$ cat config.mk
export PLATFORM = sky130hd
export DESIGN_NAME = blau_unit
export DESIGN_NICKNAME = d
export VERILOG_FILES = /design/src/rtl/blau_alu.v /design/src/rtl/blau_unit.v
export VERILOG_INCLUDE_DIRS = /design/src /design/src/rtl
export SDC_FILE = /design/constraint.sdc
export NUM_CORES = 1
export LEC_CHECK = 0
export BUFFER_PORTS_ARGS = -buffer_cell sky130_fd_sc_hd__buf_2
export CAP_MARGIN = 5
export CORE_AREA = 4 4 102 104
export DETAILED_ROUTE_END_ITERATION = 8
export DIE_AREA = 0 0 106 108
export MAX_ROUTING_LAYER = met4
export PLACE_DENSITY = 0.75
export SLEW_MARGIN = 15
export SYNTH_ARGS = -nofsm -noshare
export SYNTH_HDL_FRONTEND = slang
export SYNTH_HIERARCHICAL = 1
export SYNTH_SLANG_ARGS = --single-unit
$ cat constraint.sdc
create_clock -name ref_clk -period 3.1 [get_ports ref_clk]
set_input_delay 0.62 -clock ref_clk [delete_from_list [all_inputs] [get_ports ref_clk]]
set_output_delay 0.62 -clock ref_clk [all_outputs]
set_load 0.05 [all_outputs]
$ cat src/rtl/blau_map.vh
/*
 Opcode, state, step and zero constants for the byte logic/arithmetic unit.
 Assumes inclusion by the unit's design files only.
*/
`ifndef BLAU_MAP_VH
`define BLAU_MAP_VH
`define BLAU_OP_OR 8'hF1
`define BLAU_OP_ORI 8'hF9
`define BLAU_OP_XOR 8'hF3
`define BLAU_OP_XRI 8'hFB
`define BLAU_OP_AND 8'hF2
`define BLAU_OP_ANDI 8'hFA
`define BLAU_OP_SHR 8'hF6
`define BLAU_OP_RSHR 8'h76
`define BLAU_OP_SHIFT_LEFT 8'hFE
`define BLAU_OP_RSHL 8'h7E
`define BLAU_OP_ADD 8'hF4
`define BLAU_OP_ADDI 8'hFC
`define BLAU_OP_ADC 8'h74
`define BLAU_OP_ADCI 8'h7C
`define BLAU_OP_RSUB 8'hF5
`define BLAU_OP_RSUBI 8'hFD
`define BLAU_OP_RSUBB 8'h75
`define BLAU_PC_STEP 16'h0001
`define BLAU_BYTE_ZERO 8'h00
`define BLAU_ADDR_ZERO 16'h0000
`define BLAU_ST_FETCH 3'b001
`define BLAU_ST_READ 3'b010
`define BLAU_ST_EXEC 3'b100
`endif

$ cat src/rtl/blau_alu.v
/*
 Combinational 8-bit ALU for the logic, shift and add/reverse-subtract group.
 Assumes opcode and operands are stable while the result is consumed.
*/
`timescale 1ns/1ps
`default_nettype none
`include "blau_map.vh"
module blau_alu (
    input wire [7:0] opcode,
    input wire [7:0] acc,
    input wire [7:0] mem_byte,
    input wire carry_in,
    output reg [7:0] result,
    output reg carry_out,
    output reg carry_we,
    output reg known
);
    reg [8:0] sum;
    always @*
    begin
        sum = 9'h000;
        result = acc;
        carry_out = carry_in;
        carry_we = 1'b0;
        known = 1'b1;
        case (opcode)
            `BLAU_OP_OR, `BLAU_OP_ORI:
                result = acc | mem_byte;
            `BLAU_OP_XOR, `BLAU_OP_XRI:
                result = acc ^ mem_byte;
            `BLAU_OP_AND, `BLAU_OP_ANDI:
                result = acc & mem_byte;
            `BLAU_OP_SHR:
            begin
                result = {1'b0, acc[7:1]};
                carry_out = acc[0];
                carry_we = 1'b1;
            end
            `BLAU_OP_RSHR:
            begin
                result = {carry_in, acc[7:1]};
                carry_out = acc[0];
                carry_we = 1'b1;
            end
            `BLAU_OP_SHIFT_LEFT:
            begin
                result = {acc[6:0], 1'b0};
                carry_out = acc[7];
                carry_we = 1'b1;
            end
            `BLAU_OP_RSHL:
            begin
                result = {acc[6:0], carry_in};
                carry_out = acc[7];
                carry_we = 1'b1;
            end
            `BLAU_OP_ADD, `BLAU_OP_ADDI:
            begin
                // Old carry ignored for plain add
                sum = {1'b0, mem_byte} + {1'b0, acc};
                result = sum[7:0];
                carry_out = sum[8];
                carry_we = 1'b1;
            end
            `BLAU_OP_ADC, `BLAU_OP_ADCI:
            begin
                sum = {1'b0, mem_byte} + {1'b0, acc}
                    + {8'h00, carry_in};
                result = sum[7:0];
                carry_out = sum[8];
                carry_we = 1'b1;
            end
            `BLAU_OP_RSUB, `BLAU_OP_RSUBI:
            begin
                sum = {1'b0, mem_byte} + {1'b0, ~acc}
                    + 9'h001;
                result = sum[7:0];
                carry_out = sum[8];
                carry_we = 1'b1;
            end
            `BLAU_OP_RSUBB:
            begin
                // Carry set means no borrow, so it is the carry-in as is
                sum = {1'b0, mem_byte} + {1'b0, ~acc}
                    + {8'h00, carry_in};
                result = sum[7:0];
                carry_out = sum[8];
                carry_we = 1'b1;
            end
            default:
                known = 1'b0;
        endcase
    end
endmodule // blau_alu
`default_nettype wire

$ cat src/rtl/blau_unit.v
/*
 Fetch/execute sequencer around the ALU: fetches an opcode at the program
 counter, reads the operand via the operand pointer or program counter,
 then updates accumulator and carry flag.
 Assumes a synchronous memory answering mem_rd with mem_ack and data.
*/
`timescale 1ns/1ps
`default_nettype none
`include "blau_map.vh"
//////////////////////////////////////////////////////////////////////////////
// What this block does
// - F1: accumulator OR pointed memory byte
// - F9: accumulator OR immediate byte
// - F3: accumulator XOR pointed memory byte
// - FB: accumulator XOR immediate byte
// - F2: accumulator AND pointed memory byte
// - FA: AND immediate, advance program counter
// - 76: rotate right through carry flag
// - FE: shift left, high bit to carry
// - 7E: rotate left through carry flag
// - F4: add memory byte, carry from carry-out
// - FC: add immediate byte like plain add
// - 74: add memory byte plus carry flag
// - 7C: add immediate byte plus carry flag
// - F5: memory minus accumulator via complement
// - Subtract carry flag: one means no borrow
// - FD: immediate byte minus accumulator
// - 75: memory minus accumulator minus not-carry
// - Memory operands read at operand pointer
// - Immediate operands at program counter, then increment
// - Fetch state, operand read state, then one execute state
module blau_unit (
    input wire ref_clk,
    input wire sys_rst,
    input wire clk_en,
    input wire [15:0] operand_ptr,
    input wire [7:0] mem_rdata,
    input wire mem_ack,
    output reg [15:0] mem_addr_r,
    output reg mem_rd_r,
    output reg [15:0] pc_r,
    output reg [7:0] acc_r,
    output reg carry_flag_r,
    output reg [2:0] state_r,
    output reg done_r,
    output reg bad_op_r
);
    //////////////////////////////////////////////////////////////////////////
    reg [7:0] opcode_r;
    reg [7:0] operand_r;
    wire [7:0] alu_result;
    wire alu_carry;
    wire alu_carry_we;
    wire alu_known;
    wire is_imm;
    wire is_mem;
    wire uses_operand;

    // Immediate forms have low nibble 9..D with upper nibble F or 7
    assign is_imm = (opcode_r == `BLAU_OP_ORI) | (opcode_r == `BLAU_OP_XRI)
        | (opcode_r == `BLAU_OP_ANDI) | (opcode_r == `BLAU_OP_ADDI)
        | (opcode_r == `BLAU_OP_ADCI) | (opcode_r == `BLAU_OP_RSUBI);
    assign is_mem = (opcode_r == `BLAU_OP_OR) | (opcode_r == `BLAU_OP_XOR)
        | (opcode_r == `BLAU_OP_AND) | (opcode_r == `BLAU_OP_ADD)
        | (opcode_r == `BLAU_OP_ADC) | (opcode_r == `BLAU_OP_RSUB)
        | (opcode_r == `BLAU_OP_RSUBB);
    assign uses_operand = is_imm | is_mem;

    blau_alu u_alu (
        .opcode(opcode_r),
        .acc(acc_r),
        .mem_byte(operand_r),
        .carry_in(carry_flag_r),
        .result(alu_result),
        .carry_out(alu_carry),
        .carry_we(alu_carry_we),
        .known(alu_known)
    );

    //////////////////////////////////////////////////////////////////////////
    // Sequencer; the operand read has its own read state before execute,
    // so the register update lands in the execute cycle that follows it
    always @(posedge ref_clk or posedge sys_rst)
    begin
        if (sys_rst)
        begin
            state_r <= `BLAU_ST_FETCH;
            mem_addr_r <= `BLAU_ADDR_ZERO;
            mem_rd_r <= 1'b0;
            pc_r <= `BLAU_ADDR_ZERO;
            acc_r <= `BLAU_BYTE_ZERO;
            carry_flag_r <= 1'b0;
            opcode_r <= `BLAU_BYTE_ZERO;
            operand_r <= `BLAU_BYTE_ZERO;
            done_r <= 1'b0;
            bad_op_r <= 1'b0;
        end
        else if (clk_en)
        begin
            done_r <= 1'b0;
            bad_op_r <= 1'b0;
            case (state_r)
                `BLAU_ST_FETCH:
                begin
                    if (!mem_rd_r)
                    begin
                        mem_rd_r <= 1'b1;
                        mem_addr_r <= pc_r;
                    end
                    else if (mem_ack)
                    begin
                        mem_rd_r <= 1'b0;
                        opcode_r <= mem_rdata;
                        pc_r <= pc_r + `BLAU_PC_STEP;
                        state_r <= `BLAU_ST_READ;
                    end
                end
                `BLAU_ST_READ:
                begin
                    if (!uses_operand)
                        state_r <= `BLAU_ST_EXEC;
                    else if (!mem_rd_r)
                    begin
                        mem_rd_r <= 1'b1;
                        // Pointer choice by addressing form
                        mem_addr_r <= is_imm ? pc_r
                            : operand_ptr;
                    end
                    else if (mem_ack)
                    begin
                        mem_rd_r <= 1'b0;
                        operand_r <= mem_rdata;
                        if (is_imm)
                            pc_r <= pc_r + `BLAU_PC_STEP;
                        state_r <= `BLAU_ST_EXEC;
                    end
                end
                `BLAU_ST_EXEC:
                begin
                    // Unknown opcodes pass untouched and are flagged
                    if (alu_known)
                        acc_r <= alu_result;
                    if (alu_carry_we)
                        carry_flag_r <= alu_carry;
                    done_r <= alu_known;
                    bad_op_r <= ~alu_known;
                    state_r <= `BLAU_ST_FETCH;
                end
                default:
                    state_r <= `BLAU_ST_FETCH;
            endcase
        end
    end
endmodule // blau_unit
`default_nettype wire

==> qor.yml, run 1 <==
wl_per_cell_um: 19.2
max_freq_ghz: 0.322
die_y_um: 108
syn-cell-area_um2: 4960
grt_max_degree: 37
cts_tree: "built"
cts_buffers: 9
maxSlewHeadroom_pct: 46.4
finClkSkew_ps: 10.6
cp-end-kind: "flip-flop"
ys_seq_area_share_pct: 31.8
hold_slack_ps: 418
clockRootBuffer: "clkbuf_8"
min_period_over_period_pct: 100
cp.required_ps: 3340
chipWidth_um: 106
finalHoldViolCount: 0
seqPwrFrac_pct: 32.7
hold_buffers: 0
initial_utilization_pct: 52.0
start_kind: "flip-flop"
clockBufferDepth: 2
dr.pass1.iters: 5
synth_ff_type: "dfrtp_1"
worst_pin_slew_ps: 802
worstSkewPairLatency_ps: 350
clk_pin_slew_ps: 80
synth_warnings: 6
status: "finished, violations left"
ios: 75
gp_congestion: 1.06
cts.sink_count: 63
final_common_cell: "buf_2"
antenna_found_initial: 0
via_per_inst: 6.06
power_density_nw_per_um2: 601
syn_to_final_growth_pct: 22.5
netSwitchingPower_mw: 1.69
slew_viol_final: 0
ant_nets: 0
core_area_um2: 9550
vdd_drop_max_mv: 0.710
setup_ws_ps: -8.08
drt_iter0_markers: 481
synthCells: 519
drc: 0
synth_fp_nets: 580
layout.nets: 696
fp-row-count: 36
switching_share_pct: 46.4
wl_um: 14900
min_period_ps: 3110
antenna_cells: 0
p_int_mw: 1.96
hold_class: "in -> async"
fillCellCount: 825
synth_edf_count: 0
cp_max_fo: 3
hpwl_um: 11500
synth.distinct_cells: 74
p_leak_nw: 2.88
violations: "negative setup slack"
dieArea_um2: 11400
maxCapViolCount: 0
crit_type: "reg -> reg"
p_clk_share_pct: 17.6
grtUsageTotal_pct: 27.0
io_buffers: 74
syn_area_per_cell_um2: 9.56
rsz0062_at_grt: "yes"
overflow: 0
dp_slack_ps: -15.1
final_cell_mix: "buf_2, dfrtp_1, buf_4"
htree_levels: 3
drive_gt1_share_pct: 34.4
pwr-share-comb_pct: 49.7
postSynth.asyncResetShare_pct: 100
ys_seq_elements: 63
grt_pass1_wl_um: 23700
setup_violations: 1
num_vias: 4682
first_global_vias: 4637
critPathArrivalTime_ps: 3350
==> layout make-up <==
class	instances	area [um2]	share of cell area (%)
clock buffer	9	124	2.04
clock inverter	7	47.5	0.782
inverter	32	120	1.98
multi-input combinational	403	3260	53.6
sequential	63	1580	26.0
tap	133	166	2.74
timing repair buffer	126	781	12.8
==> worst max-delay path, cell delays in order, from the launching register on <==
cell and delay [ps]:
dfrtp_2 430, inv_2 90, ha_4 150, inv_2 40
fa_2 370, or2_4 250, a211o_1 350, a311oi_4 290
and4_1 260, a21oi_1 70, o31ai_1 270, a32oi_1 150
mux2_2 270
==> power groups by stage <==
stage / sequential [mW] / combinational [mW] / clock [mW]
finish: 1.19 / 1.82 / 0.643
global route: 1.22 / 1.93 / 0.688
CTS: 1.19 / 1.74 / 0.652
detailed placement: 1.20 / 1.73 / 0
global placement: 1.19 / 1.69 / 0
floorplan: 1.50 / 0.914 / 0
==> layer usage <==
layer	routed length (um)	global-route usage, %
met5	0	-
met1	6380	35.8
met4	457	10.2
met3	1070	4.00
met2	6950	42.3
==> registers in the layout, indices dropped and copies added (netlist names) <==
signal	flops
opcode_r	8
carry_flag_r	1
mem_addr_r	16
done_r	1
state_r	3
bad_op_r	1
pc_r	16
operand_r	8
acc_r	8
mem_rd_r	1
==> per-stage QoR <==
stage | setup TNS, ps | total power [mW] | std cells | instance area (um2) | utilization [%]
after CTS | 0 | 3.58 | 768 | 5950 | 62.4
after detailed placement | -15.1 | 2.93 | 751 | 5780 | 60.5
after global placement | 0 | 2.87 | 751 | 5780 | 60.5
final | -8.08 | 3.65 | 773 | 6080 | 63.6
after floorplan | 0 | 2.42 | 519 | 4970 | -
after global routing | -268 | 3.83 | 773 | 6080 | 63.6
==> what timing repair did <==
action                                  in CTS  in global routing
resized for setup                            0                 20
pin swaps                                    2                  8
buffers inserted                             1                  5
endpoints found under the setup margin       1                  5
==> Yosys cell counts, drive strengths merged, types with 4 or more instances <==
cell    number  area share, %
a221oi       4           0.71
nand2b       5           0.63
o221ai       4           0.83
a211oi       6            1.2
a22oi        5           0.76
o21ai       24            2.4
clkbuf      11           0.83
or2          5           0.68
o211ai       4           0.61
a21oi       23            2.3
dfrtp       62             31
o22ai        7           0.88
nor2b        7           0.88
o21bai       4           0.61
inv         32            2.4
buf         10            1.1
nor2        26            2.1
nand2       29            2.2
mux2i       13            2.7
xor2         7            1.4
nand3       20            2.0
mux2        58             13
a211o        5           0.88
nor3         8           0.81
ha          31            7.8
nand4       10            1.4
xnor2       26            4.7
and3        15            1.9
nand3b       6           0.91
a21o         4           0.61
==> kinds of logic after synthesis <==
logic type,count (synthesis),share of synthesized area [%]
AO/OA/AOI/OAI,122,17.9
AND/OR/NAND/NOR,144,15.3
adder cells (fa/ha/maj),33,8.63
XOR/XNOR,33,6.13
multiplexers,71,15.9
flip-flops,63,31.8
buffers and inverters,53,4.39
==> path summary, 6_finish.rpt <==
| check | from | end | slack [ps] | cells past startpoint |
|---|---|---|---|---|
| setup / recovery | acc_r[0] | acc_r[7] | -8 | 12 |
| hold / removal | sys_rst | operand_r[2] | 420 | 2 |
| setup reg to reg | acc_r[0] | acc_r[7] | -8 | 12 |
| hold reg to reg | mem_addr_r[7] | mem_addr_r[7] | 500 | 1 |
| max in group asynchronous | sys_rst | pc_r[7] | 1920 | 3 |
| min in group ref_clk | mem_addr_r[7] | mem_addr_r[7] | 500 | 1 |
Power figures use the tool's default switching activity.
==> run 2, diff against run 1 <==
clock period = 2.7 ns   (was 3.1 ns; I/O delays follow)
==> run 2 against run 1 <==
Effect of this change: the run still ends with negative setup slack left; register-to-register slack got worse by 330 ps; critical path type unchanged; combinational power rose by 19%; final cell count rose by 4.8%; clock power increased by 23%; sequential power grew 15%; utilization rose by 4.2 points.
==> qor.yml, run 2 (same netlist as run 1, synthesis figures left out) <==
layout.nets: 733  # +5.3%
finalSetupTns_ps: -787  # -779 ps
final_util_pct: 67.9  # +4.2 points
seqPwrFrac_pct: 31.7  # -1.0 points
gp_congestion: 1.05  # -1.3%
maxCapViolCount: 0  # unchanged
met3_wirelength_um: 1180  # +10%
htree_levels: 3  # unchanged
chipWidth_um: 106  # unchanged
top_regs: "mem_addr_r: 16 flops, pc_r: 16 flops"
drc: 0  # unchanged
crit_type: "reg -> reg"
via_per_inst: 5.89  # -2.8%
dr.pass1.iters: 5  # unchanged
stdcell_area_um2: 6480  # +6.7%
final_common_cell: "buf_4"
grtUsageTotal_pct: 29.2  # +2.2 points
setup_violations: 4  # +3
max_freq_ghz: 0.329  # +2.4%
die_y_um: 108  # unchanged
status: "finished, violations left"
cts_buffers: 9  # unchanged
wl_um: 15900  # +6.9%
drt-met1-wl_um: 6880  # +7.8%
grt_pass1_wl_um: 25600  # +8.3%
cp_max_fo: 3  # unchanged
num_vias: 4768  # +1.8%
worst_pin_slew_ps: 638  # -164 ps
io_buffers: 74  # unchanged
power_density_nw_per_um2: 666  # +11%
final_cell_mix: "buf_4, buf_2, dfrtp_1"
rsz0062_at_grt: "yes"
cts.sink_count: 63  # unchanged
wl_per_cell_um: 19.6  # +2.0%
grt_max_degree: 31  # -16%
hold_class: "in -> async"
seq_area_um2: 1590  # +0.16%
worstSkewPairLatency_ps: 350  # about the same
wl_met2_um: 7510  # +8.1%
antenna_found_initial: 0  # unchanged
switching_share_pct: 46.2  # -0.20 points
max_stage_delay_ps: 420  # about the same
slew_viol_final: 0  # unchanged
ios: 75  # unchanged
multiInputGateArea_um2: 3380  # +3.8%
dieArea_um2: 11400  # unchanged
cts_tree: "built"
maxSlewHeadroom_pct: 57.4  # +11 points
slowest_stage: "dfrtp_2"
core_area_um2: 9550  # unchanged
critPathArrivalTime_ps: 3260  # -90 ps
drive_gt1_share_pct: 40.3  # +5.9 points
cp.required_ps: 2930  # -410 ps
fin_cells: 810  # +4.8%
path_common_cell: "inv_2"
fillCellCount: 776  # -5.9%
min_period_over_period_pct: 112  # +12 points
antenna_cells: 0  # unchanged
finalHoldViolCount: 0  # unchanged
start_kind: "flip-flop"
cp-end-kind: "flip-flop"
vdd_drop_max_mv: 0.908  # +28%
worstPathCellList: "inv_2, ha_4, inv_2, fa_2, or2_4, a211o_1, a311oi_4, and4_1, a21oi_1, o31ai_1, a32oi_1, mux2_2"
ant_nets: 0  # unchanged
min_period_ps: 3040  # -73.0 ps
first_global_vias: 4869  # +5.0%
clockBufferDepth: 2  # unchanged
p_int_mw: 2.32  # +19%
drt_iter0_markers: 432  # -10%
clk_pin_slew_ps: 90  # about the same
violations: "negative setup slack"
fp-row-count: 36  # unchanged
p_leak_nw: 3.09  # +7.4%
netSwitchingPower_mw: 1.99  # +18%
syn_to_final_growth_pct: 30.6
placedCellCount: 786  # +4.7%
finalPower_mw: 4.31  # +18%
top_layer: "met4"
setup_ws_ps: -335  # -327 ps
hpwl_um: 12200  # +6.2%
place_area_um2: 6070  # +5.2%
initial_utilization_pct: 52.0  # unchanged
finClkSkew_ps: 14.7  # +4.09 ps
overflow: 0  # unchanged
pwr-share-comb_pct: 50.0  # +0.3 points
p_clk_share_pct: 18.3  # +0.7 points
clockRootBuffer: "clkbuf_8"
run 2: changes by cell type in the layout (fill, tap and decap cells not counted), moves of 2 or more:
cell	previous run	this run
buf_4	49	86
ha_1	29	25
ha_4	1	4
dfrtp_1	58	56
dfrtp_2	4	6
inv_1	28	26
inv_2	4	6
run 2: power groups by stage:
| stage | Sequential, mW | Combinational, mW | Clock [mW] |
|---|---|---|---|
| floorplan | 1.73 | 1.06 | 0 |
| global placement | 1.36 | 1.99 | 0 |
| global route | 1.40 | 2.29 | 0.844 |
| CTS | 1.36 | 2.08 | 0.803 |
| detailed placement | 1.38 | 2.04 | 0 |
| finish | 1.37 | 2.16 | 0.790 |
run 2: timing repair:
item / in CTS / in global routing
gates resized for setup: 10 / 22
setup endpoints to repair: 5 / 7
buffers inserted: 4 / 4
pin swaps: 4 / 12
hold buffers: 0 / 0
run 2: layout make-up:
cell class              instances  share of cell area (%)
clock buffers                  10                    2.12
flip-flops and latches         63                    24.5
well taps                     133                    2.57
inverters                      32                    1.85
clock inverters                 6                   0.676
repair buffers                163                    16.2
multi-input cells             403                    52.1
run 2: routing by layer:
layer  up-vias  global-route usage [%]
met4         0                    6.57
li1       2217                       -
met1      2304                    39.5
met3        29                    5.37
met5         -                       -
met2       218                    46.3
run 2: worst paths after layout:
path	from	end	slack, ps	cells after the start
min reg2reg	mem_addr_r[3]	mem_addr_r[3]	510	1
min in group ref_clk	mem_rdata[3]	operand_r[3]	440	2
max in group asynchronous	sys_rst	operand_r[0]	1790	3
max	acc_r[0]	acc_r[7]	-340	12
max reg2reg	acc_r[0]	acc_r[7]	-340	12
min	sys_rst	operand_r[3]	260	2
run 2: stage by stage:
stage	worst slack (ps)	hold WS [ps]
final	-335	264
after global routing	-478	304
after floorplan	-376	518
after detailed placement	-343	488
after global placement	-268	484
after CTS	-268	283
run 2: critical path, delay by kind of cell (launching register included):
family | cells | cell delay, ps
AND/OR/NAND/NOR | 2 | 510
adder cells (fa/ha/maj) | 2 | 470
flip-flops | 1 | 420
buffers and inverters | 2 | 110
multiplexers | 1 | 270
AO/OA/AOI/OAI | 5 | 1110
==> run 3, diff against run 2 <==
==> constraint.sdc (replaced) <==
create_clock -name ref_clk -period 2.7 [get_ports ref_clk]
set_input_delay 0 -clock ref_clk [delete_from_list [all_inputs] [get_ports ref_clk]]
set_output_delay 0 -clock ref_clk [all_outputs]
set_load 0.05 [all_outputs]
==> run 3 against run 2 <==
Effect of this change: critical endpoint is now carry_flag_r; critical path type unchanged; the flow still finishes with violations (negative setup slack); final area increased by 2.5%; hold slack got worse by 250 ps; non-clock buffer count increased by 21; count of clock-buffer cells in the layout decreased by 1; sequential share of layout area decreased by 0.59 points; worst setup slack improved by 95 ps.
==> qor.yml, run 3 (same netlist as run 1, synthesis figures left out) <==
status: "finished, violations left"
violations: "negative setup slack"
max_stage_delay_ps: 440  # +20 ps
rrSetupSlack_ps: -240  # +90 ps
cts.sink_count: 63  # unchanged
seq_area_um2: 1590  # unchanged
grt-busiest-layer: "met2"
fin_cells: 831  # +2.6%
io_buffers: 74  # unchanged
reg2reg_depth: 13  # +1
via_per_inst: 5.88  # -0.14%
reg2reg_to: "carry_flag_r"
die_y_um: 108  # unchanged
first_global_vias: 4867  # -0.041%
syn_to_final_growth_pct: 33.9
vdd_drop_max_mv: 0.787  # -13%
grtUsageMet2_pct: 48.6  # +2.3 points
fillCellCount: 720  # -7.2%
cp-end-kind: "flip-flop"
multiInputGateArea_um2: 3350  # -0.96%
worstHoldStart: "operand_ptr[10]"
setup_ws_ps: -241  # +94.6 ps
worstPathCellList: "inv_2, ha_4, inv_2, fa_2, or2_4, a211o_1, a311oi_4, buf_4, nand4_4, a2bb2oi_1, o21ai_1, o221ai_2, mux2_4"
hold_class: "in -> reg"
antenna_cells: 0  # unchanged
power_density_nw_per_um2: 643  # -3.4%
use_met1_pct: 39.7  # +0.15 points
ant_nets: 0  # unchanged
r2r_start: "acc_r[0]"
cts_buffers: 9  # unchanged
gp_congestion: 1.00  # -4.7%
num_vias: 4885  # +2.5%
finalHoldViolCount: 0  # unchanged
path_common_cell: "inv_2"
antenna_found_initial: 0  # unchanged
min_period_ps: 2940  # -94.6 ps
wl_per_cell_um: 19.6  # about the same
cp-startpoint: "acc_r[0]"
clockRootBuffer: "clkbuf_8"
dieArea_um2: 11400  # unchanged
grt_max_degree: 35  # +13%
drc: 0  # unchanged
overflow: 0  # unchanged
worst_pin_slew_ps: 700  # +62.0 ps
core_area_um2: 9550  # unchanged
finClkSkew_ps: 11.0  # -3.65 ps
fp-row-count: 36  # unchanged
holdPathStages: 3
timing.critical_path.buf_inv: 3  # +1
p_leak_nw: 3.13  # +1.5%
final_common_cell: "buf_4"
cp.required_ps: 2950  # +20 ps
max_freq_ghz: 0.340  # +3.2%
start_kind: "flip-flop"
grtUsageTotal_pct: 30.2  # +0.93 points
top_regs: "mem_addr_r: 16 flops, pc_r: 16 flops"
crit_type: "reg -> reg"
initial_utilization_pct: 52.0  # unchanged
cp_max_fo: 3  # unchanged
htree_levels: 3  # unchanged
drt_iter0_markers: 416  # -3.7%
min_period_over_period_pct: 109  # -3.5 points
rsz0062_at_grt: "yes"
setup_violations: 5  # +1
hold_path_end: "mem_addr_r[10]"
cts_tree: "built"
maxCapViolCount: 0  # unchanged
hpwl_um: 12100  # -0.77%
slowest_stage: "dfrtp_2"
crit_family: "compound AO/OA/AOI/OAI gates"
clk_pin_slew_ps: 80  # about the same
grt_pass1_wl_um: 26100  # +1.7%
maxSlewHeadroom_pct: 53.3  # -4.1 points
met3_usage_pct: 4.24  # -1.1 points
worstSkewPairLatency_ps: 360  # about the same
layout.nets: 754  # +2.9%
placedCellCount: 785  # -0.13%
hold_slack_ps: 9.52  # -254 ps
ios: 75  # unchanged
drive_gt1_share_pct: 38.0  # -2.4 points
final_cell_mix: "buf_4, buf_2, dfrtp_1"
chipWidth_um: 106  # unchanged
slew_viol_final: 0  # unchanged
critPathArrivalTime_ps: 3190  # -70 ps
wl_um: 16300  # +2.7%
clockBufferDepth: 2  # unchanged
dr.pass1.iters: 5  # unchanged
-- run 3: changes by cell type in the layout (fill, tap and decap cells not counted), sizes merged --
cell | previous run | this run
buf | 163 | 161
clkbuf | 10 | 9
clkinv | 3 | 4
clkinvlp | 1 | 2
dlygate4sd3 | 0 | 23
inv | 34 | 33
-- run 3: routing by layer --
layer | up-vias | routed length, um
met1 | 2351 | 6910
met3 | 44 | 1250
li1 | 2256 | -
met2 | 234 | 7710
met5 | - | 0
met4 | 0 | 427
-- run 3: layout make-up --
| type | count | share of cell area (%) |
|---|---|---|
| timing repair buffer | 184 | 18.9 |
| tap | 133 | 2.51 |
| sequential | 63 | 23.9 |
| clock buffer | 9 | 1.86 |
| inverter | 32 | 1.81 |
| multi-input combinational | 403 | 50.4 |
| clock inverter | 7 | 0.716 |
-- run 3: report_power, final --
group,internal [mW],switching [mW]
clock network,0.332,0.411
registers,1.13,0.258
logic,0.827,1.31
total,2.29,1.98
-- run 3: repair_timing --
| item | 4_1_cts | 5_1_grt |
|---|---|---|
| gates resized for setup | 13 | 6 |
| pin swaps | 5 | 3 |
| endpoints found under the setup margin | 6 | 7 |
| hold buffers | 23 | 0 |
| hold endpoints to repair | 63 | 0 |
| buffers inserted | 7 | 0 |
-- run 3: worst max-delay path by stage --
stage | slack [ps] | end | depth (start not counted)
6_report | -240 | carry_flag_r | 13
5_1_grt | -360 | carry_flag_r | 13
4_1_cts | -210 | carry_flag_r | 13
3_5_place_dp | -310 | carry_flag_r | 12
3_3_place_gp | -220 | carry_flag_r | 12
2_1_floorplan | -380 | acc_r[7] | 12
-- run 3: worst reg2reg max path, cell delays in order (launching register included) --
cell	delay [ps]
dfrtp_2	440
inv_2	90
ha_4	140
inv_2	30
fa_2	340
or2_4	260
a211o_1	300
a311oi_4	270
buf_4	180
nand4_4	80
a2bb2oi_1	140
o21ai_1	170
o221ai_2	110
mux2_4	270
-- run 3: per-stage QoR --
step	setup slack (ps)	power, mW	setup TNS [ps]	util (%)	instance area (um2)
after floorplan	-376	2.78	-908	-	5020
after global placement	-216	3.34	-692	63.5	6070
after detailed placement	-306	3.40	-952	63.5	6070
after CTS	-214	4.21	-688	69.1	6600
after global routing	-360	4.49	-1380	69.6	6640
final	-241	4.27	-810	69.6	6640
